--- src/gcm_consts.svh ---
// Named constants for the glitchless clock switchover mux.
// Included by the package user files; holds definitions only.
`ifndef GCM_CONSTS_SVH
`define GCM_CONSTS_SVH

// Bit positions inside the synchroniser vector
`define GCM_SYNC_W 4
`define GCM_BIT_SEL 0
`define GCM_BIT_A 1
`define GCM_BIT_B 2
`define GCM_BIT_BYP 3

// Stage counters, counted in edges of one input clock
`define GCM_CNT_W 3
`define GCM_CNT_ZERO 3'h0
`define GCM_CNT_ONE 3'h1
// Last count of old-clock pulses still passed (two pulses)
`define GCM_OLD_LAST 3'h1
// Last target falling edge with no old edge before the old clock is taken as stuck
`define GCM_STUCK_LAST 3'h2
// Last target falling edge of the high hold (two pulses)
`define GCM_HIGH_LAST 3'h1
// Last target falling edge of the low hold (two edges)
`define GCM_LOW_LAST 3'h1

// Whole switchover bound, in target-clock cycles
`define GCM_SEQ_W 5
`define GCM_SEQ_ZERO 5'h00
`define GCM_SEQ_ONE 5'h01
`define GCM_MAX_SWITCH 5'h11

// Synchroniser reset value
`define GCM_SYNC_RST 4'h0

`endif

--- src/gcm_pkg.sv ---
// Types shared by the glitchless clock switchover mux files.
// Assumes nothing of its surroundings.
package gcm_pkg;

  // Switchover sequencer states
  typedef enum logic [1:0] {
    GCM_PASS,
    GCM_DRAIN,
    GCM_HOLD_HIGH,
    GCM_HOLD_LOW
  } gcm_state_t;

endpackage

--- src/gcm_sync_if.sv ---
// Carrier between the top and its input synchroniser.
// Assumes both ends run on the same clk.
`timescale 1ns/1ps
`include "gcm_consts.svh"

interface gcm_sync_if;
  logic [`GCM_SYNC_W-1:0] raw;
  logic [`GCM_SYNC_W-1:0] clean;

  modport sync (input raw, output clean);
  modport user (output raw, input clean);
endinterface

--- src/gcm_clock_mux.sv ---
// Glitchless 2:1 clock switchover mux, sampled on clk.
// Assumes both input clocks and the select are far slower than clk and
// asynchronous to it; arst_n stands for the power-on reset.
`timescale 1ns/1ps
`include "gcm_consts.svh"

// What this block does
// - On a select change with healthy clocks the old clock is still passed for a few pulses.
// - Then the output stays low for a few target-clock pulses before it follows the target.
// - If the old clock is stuck high, the output stays high for a few target pulses.
// - After that high hold the output goes low for a few target falling edges, then follows.
// - The stretched cycle of a stuck-high switch is over half a target period in each phase.
// - If the old clock is stuck low, the output stays low a few target falls, then follows.
// - A decayed old clock is handled as stuck high or low by its last valid level.
// - A selected clock that stops leaves the output at a steady level with no toggling.
// - A slowly degrading but toggling clock is passed as is, without runt suppression.
// - The select is synchronised, so stage counts may vary by a pulse or so.
// - Reset forces the sequencer into a known state until it is released.
// - With the delay capacitor pin tied high the mux switches at once, unprotected.
// - With protection on, the output follows the new clock within 17 of its cycles.
module gcm_clock_mux (
  // Clock and reset
  input wire logic clk,
  input wire logic arst_n,
  // Clock inputs and controls
  input wire logic clock_input_a,
  input wire logic clock_input_b,
  input wire logic select_in,
  input wire logic delay_capacitor_pin,
  // Outputs
  output logic clock_out,
  output logic selected_b,
  output logic switching
);

  gcm_sync_if sync_bus ();
  gcm_pkg::gcm_state_t st_r;
  logic cur_sel_r;
  logic out_r;
  logic a_prev_r;
  logic b_prev_r;
  logic [`GCM_CNT_W-1:0] old_cnt_r;
  logic [`GCM_CNT_W-1:0] tgt_cnt_r;
  logic sel_f;
  logic a_f;
  logic b_f;
  logic bypass;
  logic old_lvl;
  logic tgt_lvl;
  logic old_fall;
  logic tgt_fall;
  logic stuck;
  logic high_done;
  logic low_done;
  logic a_fall;
  logic b_fall;
  logic switching_r;

  assign sync_bus.raw = {delay_capacitor_pin, clock_input_b, clock_input_a, select_in};

  gcm_sync3 gcm_sync3_i (
    .clk(clk),
    .arst_n(arst_n),
    .port(sync_bus.sync)
  );

  assign sel_f = sync_bus.clean[`GCM_BIT_SEL];
  assign a_f = sync_bus.clean[`GCM_BIT_A];
  assign b_f = sync_bus.clean[`GCM_BIT_B];
  assign bypass = sync_bus.clean[`GCM_BIT_BYP];

  // Previous levels for edge detection of both clocks
  always_ff @(posedge clk or negedge arst_n) begin
    if (!arst_n) begin
      a_prev_r <= 1'b0;
      b_prev_r <= 1'b0;
    end else begin
      a_prev_r <= a_f;
      b_prev_r <= b_f;
    end
  end

  assign a_fall = a_prev_r & ~a_f;
  assign b_fall = b_prev_r & ~b_f;

  // old and target roles follow the current choice
  assign old_lvl = cur_sel_r ? b_f : a_f;
  assign tgt_lvl = cur_sel_r ? a_f : b_f;
  assign old_fall = cur_sel_r ? b_fall : a_fall;
  assign tgt_fall = cur_sel_r ? a_fall : b_fall;
  assign stuck = tgt_fall && !old_fall && (tgt_cnt_r == `GCM_STUCK_LAST);
  assign high_done = tgt_fall && (tgt_cnt_r == `GCM_HIGH_LAST);
  assign low_done = tgt_fall && (tgt_cnt_r == `GCM_LOW_LAST);

  // Sequencer state and the current choice of input
  // known state at reset
  always_ff @(posedge clk or negedge arst_n) begin
    if (!arst_n) begin
      st_r <= gcm_pkg::GCM_PASS;
      cur_sel_r <= 1'b0;
    end else if (bypass) begin
      st_r <= gcm_pkg::GCM_PASS;
      cur_sel_r <= sel_f;
    end else begin
      case (st_r)
        gcm_pkg::GCM_PASS: begin
          if (sel_f != cur_sel_r) begin
            st_r <= gcm_pkg::GCM_DRAIN;
          end
        end
        gcm_pkg::GCM_DRAIN: begin
          if (old_fall && (old_cnt_r == `GCM_OLD_LAST)) begin
            st_r <= gcm_pkg::GCM_HOLD_LOW;
          end else if (stuck) begin
            st_r <= out_r ? gcm_pkg::GCM_HOLD_HIGH : gcm_pkg::GCM_HOLD_LOW;
          end
        end
        gcm_pkg::GCM_HOLD_HIGH: begin
          if (high_done) begin
            st_r <= gcm_pkg::GCM_HOLD_LOW;
          end
        end
        gcm_pkg::GCM_HOLD_LOW: begin
          // Hand over on a target fall, so the first passed level is low
          if (low_done) begin
            st_r <= gcm_pkg::GCM_PASS;
            cur_sel_r <= ~cur_sel_r;
          end
        end
        default: begin
          st_r <= gcm_pkg::GCM_PASS;
        end
      endcase
    end
  end

  // per-clock stage counters, stepped on edges only
  always_ff @(posedge clk or negedge arst_n) begin
    if (!arst_n) begin
      old_cnt_r <= `GCM_CNT_ZERO;
      tgt_cnt_r <= `GCM_CNT_ZERO;
    end else if (bypass || st_r == gcm_pkg::GCM_PASS) begin
      old_cnt_r <= `GCM_CNT_ZERO;
      tgt_cnt_r <= `GCM_CNT_ZERO;
    end else if (st_r == gcm_pkg::GCM_DRAIN) begin
      if (old_fall) begin
        // A live old clock restarts the stuck watch
        old_cnt_r <= old_cnt_r + `GCM_CNT_ONE;
        tgt_cnt_r <= `GCM_CNT_ZERO;
      end else if (stuck) begin
        tgt_cnt_r <= `GCM_CNT_ZERO;
      end else if (tgt_fall) begin
        tgt_cnt_r <= tgt_cnt_r + `GCM_CNT_ONE;
      end
    end else if (high_done) begin
      tgt_cnt_r <= `GCM_CNT_ZERO;
    end else if (tgt_fall) begin
      tgt_cnt_r <= tgt_cnt_r + `GCM_CNT_ONE;
    end
  end

  // Output level; the sampled clock is registered, so a stopped input holds it
  always_ff @(posedge clk or negedge arst_n) begin
    if (!arst_n) begin
      out_r <= 1'b0;
    end else if (bypass) begin
      out_r <= sel_f ? b_f : a_f;
    end else begin
      case (st_r)
        // plain pass of the selected level
        gcm_pkg::GCM_PASS: out_r <= old_lvl;
        gcm_pkg::GCM_DRAIN: begin
          if (old_fall && (old_cnt_r == `GCM_OLD_LAST)) begin
            out_r <= 1'b0;
          end else if (!stuck) begin
            out_r <= old_lvl;
          end
        end
        // high hold, stretched over two target falls
        gcm_pkg::GCM_HOLD_HIGH: out_r <= ~high_done;
        // low hold, target level on hand-over
        gcm_pkg::GCM_HOLD_LOW: out_r <= low_done ? tgt_lvl : 1'b0;
        default: out_r <= 1'b0;
      endcase
    end
  end

  assign clock_out = out_r;
  assign selected_b = cur_sel_r;
  assign switching = switching_r;

  // Busy flag from a flop, one cycle behind the state; a decode could glitch on the pin
  always_ff @(posedge clk or negedge arst_n) begin
    if (!arst_n) begin
      switching_r <= 1'b0;
    end else begin
      switching_r <= (st_r != gcm_pkg::GCM_PASS);
    end
  end

  // Checks: target falls spent in one switchover
  logic [`GCM_SEQ_W-1:0] seq_r;
  always_ff @(posedge clk or negedge arst_n) begin
    if (!arst_n) begin
      seq_r <= `GCM_SEQ_ZERO;
    end else if (st_r == gcm_pkg::GCM_PASS) begin
      seq_r <= `GCM_SEQ_ZERO;
    end else if (tgt_fall && seq_r != `GCM_MAX_SWITCH + `GCM_SEQ_ONE) begin
      seq_r <= seq_r + `GCM_SEQ_ONE;
    end
  end
endmodule

--- src/gcm_sync3.sv ---
// Three-flop synchroniser with agreement filter for asynchronous pins.
// Assumes raw inputs are asynchronous to clk and change slower than clk.
`timescale 1ns/1ps
`include "gcm_consts.svh"

module gcm_sync3 (
  // Clock and reset
  input wire logic clk,
  input wire logic arst_n,
  // Pins in, filtered levels out
  gcm_sync_if.sync port
);

  logic [`GCM_SYNC_W-1:0] s1_r;
  logic [`GCM_SYNC_W-1:0] s2_r;
  logic [`GCM_SYNC_W-1:0] s3_r;
  logic [`GCM_SYNC_W-1:0] clean_r;

  // Flop chain; the first stage feeds only the second
  always_ff @(posedge clk or negedge arst_n) begin
    if (!arst_n) begin
      s1_r <= `GCM_SYNC_RST;
      s2_r <= `GCM_SYNC_RST;
      s3_r <= `GCM_SYNC_RST;
    end else begin
      s1_r <= port.raw;
      s2_r <= s1_r;
      s3_r <= s2_r;
    end
  end

  // A bit only changes once stages two and three agree, filtering a late settle
  always_ff @(posedge clk or negedge arst_n) begin
    if (!arst_n) begin
      clean_r <= `GCM_SYNC_RST;
    end else begin
      for (int i = 0; i < `GCM_SYNC_W; i++) begin
        if (s2_r[i] == s3_r[i]) begin
          clean_r[i] <= s3_r[i];
        end
      end
    end
  end

  assign port.clean = clean_r;

endmodule

--- config.mk ---
export PLATFORM = sky130hd
export DESIGN_NAME = gcm_clock_mux
export DESIGN_NICKNAME = d
export VERILOG_FILES = /design/src/gcm_pkg.sv /design/src/gcm_sync_if.sv /design/src/gcm_clock_mux.sv /design/src/gcm_sync3.sv
export VERILOG_INCLUDE_DIRS = /design/src
export SDC_FILE = /design/constraint.sdc
export NUM_CORES = 1
export LEC_CHECK = 0
export BUFFER_PORTS_ARGS = -buffer_cell sky130_fd_sc_hd__clkbuf_2
export CAP_MARGIN = 5
export CORE_MARGIN = 8
export CORE_UTILIZATION = 45
export CTS_CLUSTER_DIAMETER = 80
export CTS_CLUSTER_SIZE = 30
export DETAILED_ROUTE_END_ITERATION = 12
export SETUP_SLACK_MARGIN = 0.05
export SYNTH_ARGS = -nofsm -noshare
export SYNTH_HDL_FRONTEND = slang
export SYNTH_SLANG_ARGS = --single-unit
--- constraint.sdc ---
create_clock -name clk -period 2 [get_ports clk]
set_input_delay 0.3 -clock clk [delete_from_list [all_inputs] [get_ports clk]]
set_output_delay 0.3 -clock clk [all_outputs]
set_load 0.03 [all_outputs]
==> metrics, run 1 <==
Sink Count 29; post-synthesis xor/xnor area fraction 3.97%; Setup TNS Final 0 ps; compound-cell area share of the yosys netlist 9.83%; P&R area growth vs syn 15.0%; initial antenna violation count 0; Core Region 0.00278 mm²; Final Hold Fails 0; Starting Density 47.6%; largest family of logic cells by synthesized area simple AND/OR/NAND/NOR gates; H-tree depth 2; multiplexer area fraction after synthesis 0.756%; clock skew 12.1 ps; WP buf/inv 0; register area 727 µm²; post-synthesis adder-cell area fraction 12.5%; Worst Setup Start Kind flop; post-synthesis sequential area ratio 54.8%; post-route ant nets 0; GPL Wtd Cong 0.853; Max-cap violations 0; Crit path largest cell delay 420 ps; achievable frequency 0.528 GHz; top sig layer met4; crit-path leading delay family simple AND/OR/NAND/NOR gates; Root Driver clkbuf_4; Worst Setup End Kind flop; CTS Buf Count 5; I/O Buffers 8; Synth Area per Inst 11.6 µm²; crit-path cells or3b_4 > a21o_1 > o221a_1 > or3b_1 > a21oi_1; status finished, final reports clean; largest net degree at the start of global routing 30; metal3 WL 128 µm; Least-Margin Pin Slew 680 ps; floorplan row count 19; DR vias/cell 5.31; Nets 147; crit path max fanout 5; CP required 2250 ps; Die Wd 70.2 µm; IO Pins 9; share of the clock period used by the worst path 94.7%; clock buffer depth 2; post-synthesis net count 130; Clk Latency, worst-skew pair 330 ps; DIE AREA 0.00493 mm²; Max VDD drop 0.854 mV; post-DR wirelength/cell 13.3 µm; YS warnings 0; gr ovfl total 0; DR WL met2 976 µm; final core occ 54.7%; # diodes 0; slowest CP cell dfrtp_1; CTS tree built; FF+latch count, synth 29; DRT Pass-1 Iters 4; Clock Pin Slew Worst Setup and Hold Paths 90 ps; Leakage 0.681 nW; Fillers 250; WL met1 1.01 mm; Total Wirelength 2.16 mm; min-delay worst type input pin to flop; Hold WS 65.4 ps; area of the multi-input gates 554 µm²; Vias 865; Simple-Gate Fraction of Synth Area 14.2%; # setup viols final 0; DRT iter0 DRCs 29; Post-Syn Area 0.00132 mm²; Crit Path Category flop to flop; pwr dens 1080 mW/mm²; Synth Instances 114; die height 70.2 µm; Max-slew headroom 54.7%; post-layout min period 1890 ps; hpwl dp 1.57 mm; Worst Path Arrival 2150 ps; total track usage 9.70%; Yosys cell types 36; vias in the first global route 852; share of cells above drive strength 1 19.7%; first-pass GRT wire length 3.73 mm; DRC violations left 0; RSZ-0062 raised after global routing yes; fin. max-slew vios 0
-- flip-flops by register name (all words and copies together) (netlist names) --
signal	count
a_prev_r	1
b_prev_r	1
clock_out	1
gcm_sync3_i.port.clean	4
gcm_sync3_i.s1_r	4
gcm_sync3_i.s2_r	4
gcm_sync3_i.s3_r	4
old_cnt_r	3
selected_b	1
st_r	2
switching	1
tgt_cnt_r	3
-- stage by stage --
step | total power, mW | setup slack [ps] | std cells | cell area (µm²)
finish | 1.65 | 107 | 163 | 1520
global route | 1.76 | 37.0 | 163 | 1520
CTS | 1.67 | 87.6 | 162 | 1520
detailed placement | 1.16 | 110 | 153 | 1420
global placement | 1.15 | 152 | 153 | 1420
floorplan | 1.05 | 25.9 | 114 | 1330
-- report_power, final --
part,internal (mW),total [mW],switching [mW],leakage (nW)
Clock,0.297,0.505,0.208,0.0445
Combinational,0.189,0.439,0.251,0.281
Sequential,0.652,0.707,0.0555,0.356
Total,1.14,1.65,0.514,0.681
-- repair_timing --
item                                   in CTS  in global routing
hold buffers                                1                  0
setup endpoints to repair                   0                  2
buffers inserted                            0                  1
endpoints found under the hold margin       6                  0
gates resized for setup                     0                  0
-- worst paths after layout --
kind	from	end	slack (ps)	depth (start not counted)
setup / recovery	gcm_sync3_i.port.clean[2]$_DFFE_PN0N_	st_r[1]$_DFFE_PN0P_	110	5
hold / removal	clock_input_a	gcm_sync3_i.s1_r[1]$_DFF_PN0_	70	1
setup reg to reg	gcm_sync3_i.port.clean[2]$_DFFE_PN0N_	st_r[1]$_DFFE_PN0P_	110	5
hold reg to reg	gcm_sync3_i.s1_r[0]$_DFF_PN0_	gcm_sync3_i.s2_r[0]$_DFF_PN0_	350	0
max in group asynchronous	arst_n	selected_b$_DFFE_PN0P_	1000	2
min in group asynchronous	arst_n	old_cnt_r[2]$_DFFE_PN0P_	520	2
-- cell families (layout without fill, tap and decap cells) --
logic type / count (synthesis) / count (layout)
compound gates: 20 / 20
mux: 1 / 1
xor+xnor: 6 / 6
simple gates: 32 / 32
fa+ha+maj: 14 / 14
buf+inv: 12 / 30
flops: 29 / 29
-- cells in the mapped netlist, drive strengths merged --
library cell,number,area share [%]
dfrtp,29,55
ha,10,9.5
inv,9,2.6
nor2,7,2.0
nand2,5,1.4
o21ai,5,1.9
a21oi,4,1.5
maj3,4,3.0
xor2,4,2.6
nand2b,3,1.4
or3b,3,2.2
a31oi,2,0.95
and2,2,0.95
clkbuf,2,0.57
nand3b,2,1.1
nor3b,2,1.1
or3,2,0.95
xnor2,2,1.3
a2111oi,1,0.66
a211oi,1,0.57
a21o,1,0.57
and3b,1,0.66
buf,1,0.85
mux2i,1,0.76
nand3,1,0.38
nor2b,1,0.47
nor4,1,0.47
o211ai,1,0.57
o21a,1,0.57
o221a,1,0.85
o221ai,1,0.66
o22ai,1,0.47
o31ai,1,0.57
or2,1,0.47
or2b,1,0.57
-- layout by cell type (no fill, tap or decap), drive strengths merged, types with 4 or more instances in the layout --
cell    instances
a21oi           4
buf             4
clkbuf         14
dfrtp          29
ha             10
inv             9
maj3            4
nand2           5
nor2            7
o21ai           5
xor2            4
-- layout make-up --
type	count	share of cell area, %
flip-flops and latches	29	47.7
multi-input cells	73	36.4
repair buffers	13	5.26
clock buffers	6	3.37
well taps	31	2.55
clock inverters	2	2.47
inverters	9	2.22
-- layer usage --
| layer | track usage (%) | vias up |
|---|---|---|
| met1 | 10.5 | 417 |
| met3 | 4.38 | 5 |
| met4 | 6.92 | 0 |
| met2 | 14.7 | 17 |
| li1 | - | 426 |
| met5 | 0 | - |
No activity file was read; power rests on OpenSTA's default activity.
==> run 2, diff against run 1 <==
Settings changed: CORE_UTILIZATION 45 to 42, PLACE_DENSITY_LB_ADDON from default to 0.2.
==> run 2 against run 1 <==
Clock skew grew 2.0 ps. Final cell count grew 8.0%. Critical path depth is the same. Global-route usage shrank 0.38 points. Setup slack gained 25 ps. Via count shrank 4.3%. Non-clock buffer count is the same. Sequential power is essentially flat. Die area grew 5.5%. Largest power group unchanged.
==> metrics, run 2 (synthesized netlist as in run 1, its figures left out) <==
Place WS 124 ps (+13.6 ps); share of cells above drive strength 1 20.5% (+0.76 points); Vias 828 (-4.3%); post-layout power 1.63 mW (-1.2%); Final Hold Fails 0 (unchanged); crit-path leading delay family simple AND/OR/NAND/NOR gates; Clk Latency, worst-skew pair 320 ps (about the same); CTS tree built; most frequent cells in the layout 28 x dfrtp_1, 10 x ha_1, 9 x inv_1; Least-Margin Pin Slew 708 ps (+27.9 ps); vias in the first global route 834 (-2.1%); die height 72.1 µm (+2.7%); gr ovfl total 0 (unchanged); Root Driver clkbuf_4; fin. max-slew vios 0 (unchanged); final core occ 50.6% (-4.2 points); GPL Wtd Cong 0.882 (+3.5%); hpwl dp 1.58 mm (+0.69%); Worst Setup Start Kind flop; I/O Buffers 8 (unchanged); CTS Buf Count 5 (unchanged); metal3 WL 56 µm (-56%); Leakage 0.678 nW (-0.36%); first-pass GRT wire length 3.71 mm (-0.72%); WP buf/inv 0 (unchanged); Total Wirelength 2.17 mm (+0.28%); DRC violations left 0 (unchanged); DR vias/cell 4.70 (-11%); H-tree depth 2 (unchanged); Sink Count 29 (unchanged); top sig layer met4; crit path max fanout 4 (-1); crit-path cells or3b_4 > a21o_1 > o221a_1 > or3b_1 > a21oi_1; Worst Path Arrival 2120 ps (-30 ps); Core Region 0.00303 mm² (+8.9%); final worst setup slack 132 ps (+24.9 ps); PostCTS Resize Cnt 0 (unchanged); reg2reg start gcm_sync3_i.port.clean[2]$_DFFE_PN0N_; Fillers 282 (+13%); initial antenna violation count 0 (unchanged); RSZ-0062 raised after global routing no; Max-cap violations 0 (unchanged); WL met1 1.05 mm (+4.4%); Crit Path Category flop to flop; Clock Pin Slew Worst Setup and Hold Paths 110 ps (+20 ps); total track usage 9.33% (-0.38 points); floorplan row count 20 (+1); IO Pins 9 (unchanged); crit path launch gcm_sync3_i.port.clean[2]$_DFFE_PN0N_; achievable frequency 0.535 GHz (+1.3%); DRT Pass-1 Iters 4 (unchanged); Crit path largest cell delay 420 ps (about the same); largest net degree at the start of global routing 30 (unchanged); post-DR wirelength/cell 12.3 µm (-7.1%); post-layout min period 1870 ps (-24.9 ps); status finished, final reports clean; min-delay worst type input pin to async pin; post-route ant nets 0 (unchanged); pwr dens 1060 mW/mm² (-1.8%); # diodes 0 (unchanged); depth of the most critical reg-to-reg path 5 (unchanged); share of the clock period used by the worst path 93.4% (-1.2 points); clock skew 14.1 ps (+1.97 ps); most common cell after layout, fill and taps aside dfrtp_1; Setup TNS Final 0 ps (unchanged); Worst Setup End Kind flop; P&R area growth vs syn 15.7%; Max-slew headroom 52.8% (-1.9 points); Max VDD drop 0.407 mV (-52%); CP required 2260 ps (about the same); Die Wd 72.1 µm (+2.7%); slowest CP cell dfrtp_1; DRT iter0 DRCs 35 (+21%); Nets 147 (unchanged); Starting Density 43.7% (-3.9 points); clock buffer depth 2 (unchanged); DR WL met2 1.02 mm (+4.7%); DIE AREA 0.00520 mm² (+5.5%); CP Depth 5 (unchanged); # setup viols final 0 (unchanged)
-- run 2: final cells by class --
class / count / area [µm²] / share of cell area (%)
Timing Repair Buffer: 13 / 77.6 / 5.07
Tap cell: 44 / 55.1 / 3.59
Multi-Input combinational cell: 73 / 554 / 36.2
Clock buffer: 5 / 37.5 / 2.45
Clock inverter: 3 / 46.3 / 3.02
Inverter: 9 / 33.8 / 2.21
Sequential cell: 29 / 727 / 47.5
-- run 2: final timing paths --
kind                                            endpoint  slack, ps
hold reg to reg            gcm_sync3_i.s2_r[1]$_DFF_PN0_        360
max in group asynchronous         selected_b$_DFFE_PN0P_       1480
hold / removal             gcm_sync3_i.s2_r[2]$_DFF_PN0_         10
min in group clk           gcm_sync3_i.s1_r[0]$_DFF_PN0_         80
setup / recovery                     st_r[1]$_DFFE_PN0P_        130
setup reg to reg                     st_r[1]$_DFFE_PN0P_        130
-- run 2: what timing repair did --
item / 4_1_cts / 5_1_grt
setup endpoints to repair: 0 / 2
hold buffers: 0 / 0
buffers inserted: 0 / 2
-- run 2: metrics by stage --
stage	hold WS [ps]	std cells	instance area (µm²)
2_1_floorplan	4.41	114	1330
3_3_place_gp	336	166	1430
3_5_place_dp	338	166	1430
4_1_cts	22.5	174	1520
5_1_grt	49.8	176	1530
6_report	11.1	176	1530
-- run 2: layer usage --
layer	up-vias	track usage [%]
met5	-	0
met4	0	6.58
met3	5	3.17
met2	8	13.5
met1	396	11.3
li1	419	-
-- run 2: where the power goes --
part | leakage, nW | switching (mW) | internal (mW) | total, mW
clock network | 0.0414 | 0.213 | 0.265 | 0.478
logic | 0.281 | 0.255 | 0.191 | 0.447
registers | 0.356 | 0.0544 | 0.652 | 0.706
total | 0.678 | 0.523 | 1.11 | 1.63
-- run 2: worst reg2reg max path, delay by kind of cell (launching register included) --
kind / cells / cell delay [ps]
compound gates: 3 / 620
flops: 1 / 420
simple gates: 2 / 760
==> run 3, diff against run 2 <==
Settings changed: SYNTH_HIERARCHICAL from default to 1.
==> run 3 against run 2 <==
The run now ends with hold timing left. Critical path depth did not move. Via count rose by 0.36%. Flip-flop and latch count did not move. Final area fell by 5.9%. Clock skew fell by 7.6 ps. Critical endpoint is now st_r[0]$_DFFE_PN0P_.
==> metrics, run 3 <==
die height 71.9 µm (-0.33%); ranking of synthesized cells by area dfrtp_1 55%, ha_1 8.6%, maj3_2 3.4%, nor2_1 3.1%, nand2b_1 2.9%; H-tree depth 2 (unchanged); commonest register cell after synthesis dfrtp_1; post-layout min period 1750 ps (-115 ps); Clk Latency, worst-skew pair 320 ps (about the same); sw frac 36.3% (+4.3 points); IO Pins 9 (unchanged); floorplan row count 20 (unchanged); Synth Area per Inst 11.6 µm² (about the same); cell with the most instances after synthesis dfrtp_1; Leakage 0.638 nW (-5.9%); Starting Density 43.7% (about the same); Synth Instances 113 (-0.88%); Root Driver clkbuf_4; clock skew 6.45 ps (-7.61 ps); most frequent cells in the layout 29 x dfrtp_1, 11 x nor2_1, 9 x ha_1; Total Wirelength 2.13 mm (-1.9%); CP required 2230 ps (-30 ps); violated checks hold timing; Vias 831 (+0.36%); Worst Setup Start Kind flop; # setup viols final 0 (unchanged); total track usage 9.67% (+0.34 points); Die Wd 71.9 µm (-0.33%); PostCTS Resize Cnt 0 (unchanged); Post-Syn Area 0.00131 mm² (-0.85%); share of cells above drive strength 1 20.3% (-0.14 points); post-synthesis net count 128 (-1.5%); Crit path largest cell delay 500 ps (+80 ps); pwr dens 1050 mW/mm² (-1.7%); hold_buf cts 0 (unchanged); DRT iter0 DRCs 57 (+63%); P&R area growth vs syn 9.82%; WP buf/inv 0 (unchanged); Nets 142 (-3.4%); Least-Margin Pin Slew 693 ps (-15.1 ps); Yosys cell types 33 (-8.3%); share of the clock period used by the worst path 87.7% (-5.7 points); Sink Count 29 (unchanged); DRT Pass-1 Iters 4 (unchanged); slowest CP cell dfrtp_1; DIE AREA 0.00517 mm² (-0.66%); sequential share of power 48.3% (+5.0 points); Worst Path Arrival 1980 ps (-140 ps); P_int 0.960 mW (-13%); cell taking the most area after synthesis dfrtp_1; largest net degree at the start of global routing 30 (unchanged); gr ovfl total 0 (unchanged); Synth top cells by count 29 x dfrtp_1, 11 x nor2_1, 9 x ha_1; hpwl dp 1.54 mm (-3.1%); area fraction of the dominant cell type after synthesis 55.3% (+0.47 points); YS warnings 6 (+6); post-route ant nets 0 (unchanged); achievable frequency 0.570 GHz (+6.6%); Comb power frac 28.9% (+1.5 points); Worst Setup End Kind flop; Max-slew headroom 53.8% (+1.0 points); Switch Pwr 0.548 mW (+4.8%); Final Hold Fails 3 (+3); Hold WS -3.11 ps (-14.2 ps); clock buffer depth 2 (unchanged); Core Region 0.00300 mm² (-0.83%); DR vias/cell 5.16 (+9.7%); most common cell after layout, fill and taps aside dfrtp_1; Clock power frac 22.7% (-6.6 points); postcts setup bufs 0 (unchanged); crit-path leading delay family compound AO/OA/AOI/OAI gates; Post-synth EDFFs 0 (unchanged); initial antenna violation count 0 (unchanged); # diodes 0 (unchanged); CTS Buf Count 5 (unchanged); crit path max fanout 9 (+5); post-synthesis sequential area ratio 55.3% (+0.47 points); RSZ-0062 raised after global routing no; CTS tree built; Fillers 302 (+7.1%); vias in the first global route 850 (+1.9%); Async SR Flop Fraction 100% (unchanged); Setup TNS Final 0 ps (unchanged); I/O Buffers 8 (unchanged); min-delay worst type input pin to async pin; GPL Wtd Cong 0.840 (-4.8%); status complete, but fails checks; FF+latch count, synth 29 (unchanged); Max-cap violations 0 (unchanged); Clock Pin Slew Worst Setup and Hold Paths 100 ps (about the same); DRC violations left 0 (unchanged); Crit Path Category flop to flop; fin. max-slew vios 0 (unchanged); reg2reg setup slack 250 ps (+110 ps); first-pass GRT wire length 3.78 mm (+2.1%); Max VDD drop 0.541 mV (+33%); post-DR wirelength/cell 13.2 µm (+7.2%); crit-path cells or3b_4 > a21oi_2 > nand2_1 > a2111o_1 > o31ai_1
## run 3: cell count changes after synthesis, moves of 2 or more
cell      before  now
mux2_2         0    2
inv_1          9    7
or3b_1         2    0
nand2b_1       3    6
nor2_1         7   11
a21oi_2        0    2
or3_1          2    0
maj3_2         0    4
and2_1         2    0
maj3_1         4    0
nor3b_1        2    0
## run 3: power by group through the flow
stage	Sequential, mW	Clock (mW)	Combinational (mW)
floorplan	0.753	0	0.310
global placement	0.736	0	0.429
detailed placement	0.741	0	0.439
CTS	0.729	0.367	0.441
global route	0.742	0.387	0.492
finish	0.729	0.343	0.436
## run 3: cell families after synthesis
group	Yosys count	share of synthesized area (%)
XOR/XNOR	4	2.67
multiplexers	4	3.24
adder cells (fa/ha/maj)	13	12.0
AO/OA/AOI/OAI	24	11.7
flip-flops	29	55.3
buffers and inverters	9	3.15
AND/OR/NAND/NOR	30	11.9
## run 3: cell type report
class | count | area [µm²] | share of cell area (%)
clock buffer | 5 | 37.5 | 2.60
clock inverter | 3 | 17.5 | 1.22
inverter | 7 | 26.3 | 1.82
multi-input combinational | 75 | 546 | 37.8
sequential | 29 | 726 | 50.3
tap | 33 | 41.3 | 2.86
timing repair buffer | 9 | 47.5 | 3.30
## run 3: path summary, 6_finish.rpt
kind                                          startpoint  cells past startpoint                            end
max                               selected_b$_DFFE_PN0P_                      5            st_r[0]$_DFFE_PN0P_
min                                               arst_n                      1  gcm_sync3_i/s1_r[2]$_DFF_PN0_
max reg2reg                       selected_b$_DFFE_PN0P_                      5            st_r[0]$_DFFE_PN0P_
min reg2reg                gcm_sync3_i/s1_r[2]$_DFF_PN0_                      0  gcm_sync3_i/s2_r[2]$_DFF_PN0_
max in group asynchronous                         arst_n                      1       old_cnt_r[0]$_DFFE_PN0P_
min in group clk                               select_in                      1  gcm_sync3_i/s1_r[0]$_DFF_PN0_
## run 3: per-layer routing
| layer | vias to the layer above | global-route usage [%] | part of all wire, % |
|---|---|---|---|
| li1 | 420 | - | - |
| met1 | 392 | 10.9 | 49 |
| met2 | 12 | 14.5 | 44 |
| met3 | 7 | 4.55 | 4.4 |
| met4 | 0 | 6.12 | 2.5 |
| met5 | - | 0 | 0 |
## run 3: worst reg2reg max path, delay by kind of cell, from the launching register on
kind	cells	cell delay, ps
AO/OA/AOI/OAI	3	620
AND/OR/NAND/NOR	2	550
flip-flops	1	500
## run 3: stage by stage
stage / util [%] / std cells / power, mW / setup WS (ps) / area, µm²
after floorplan: - / 113 / 1.06 / 186 / 1310
after global placement: 46.2 / 153 / 1.16 / 312 / 1390
after detailed placement: 46.2 / 153 / 1.18 / 271 / 1390
after CTS: 48.0 / 161 / 1.54 / 236 / 1440
after global routing: 48.0 / 161 / 1.62 / 113 / 1440
final: 48.0 / 161 / 1.51 / 246 / 1440
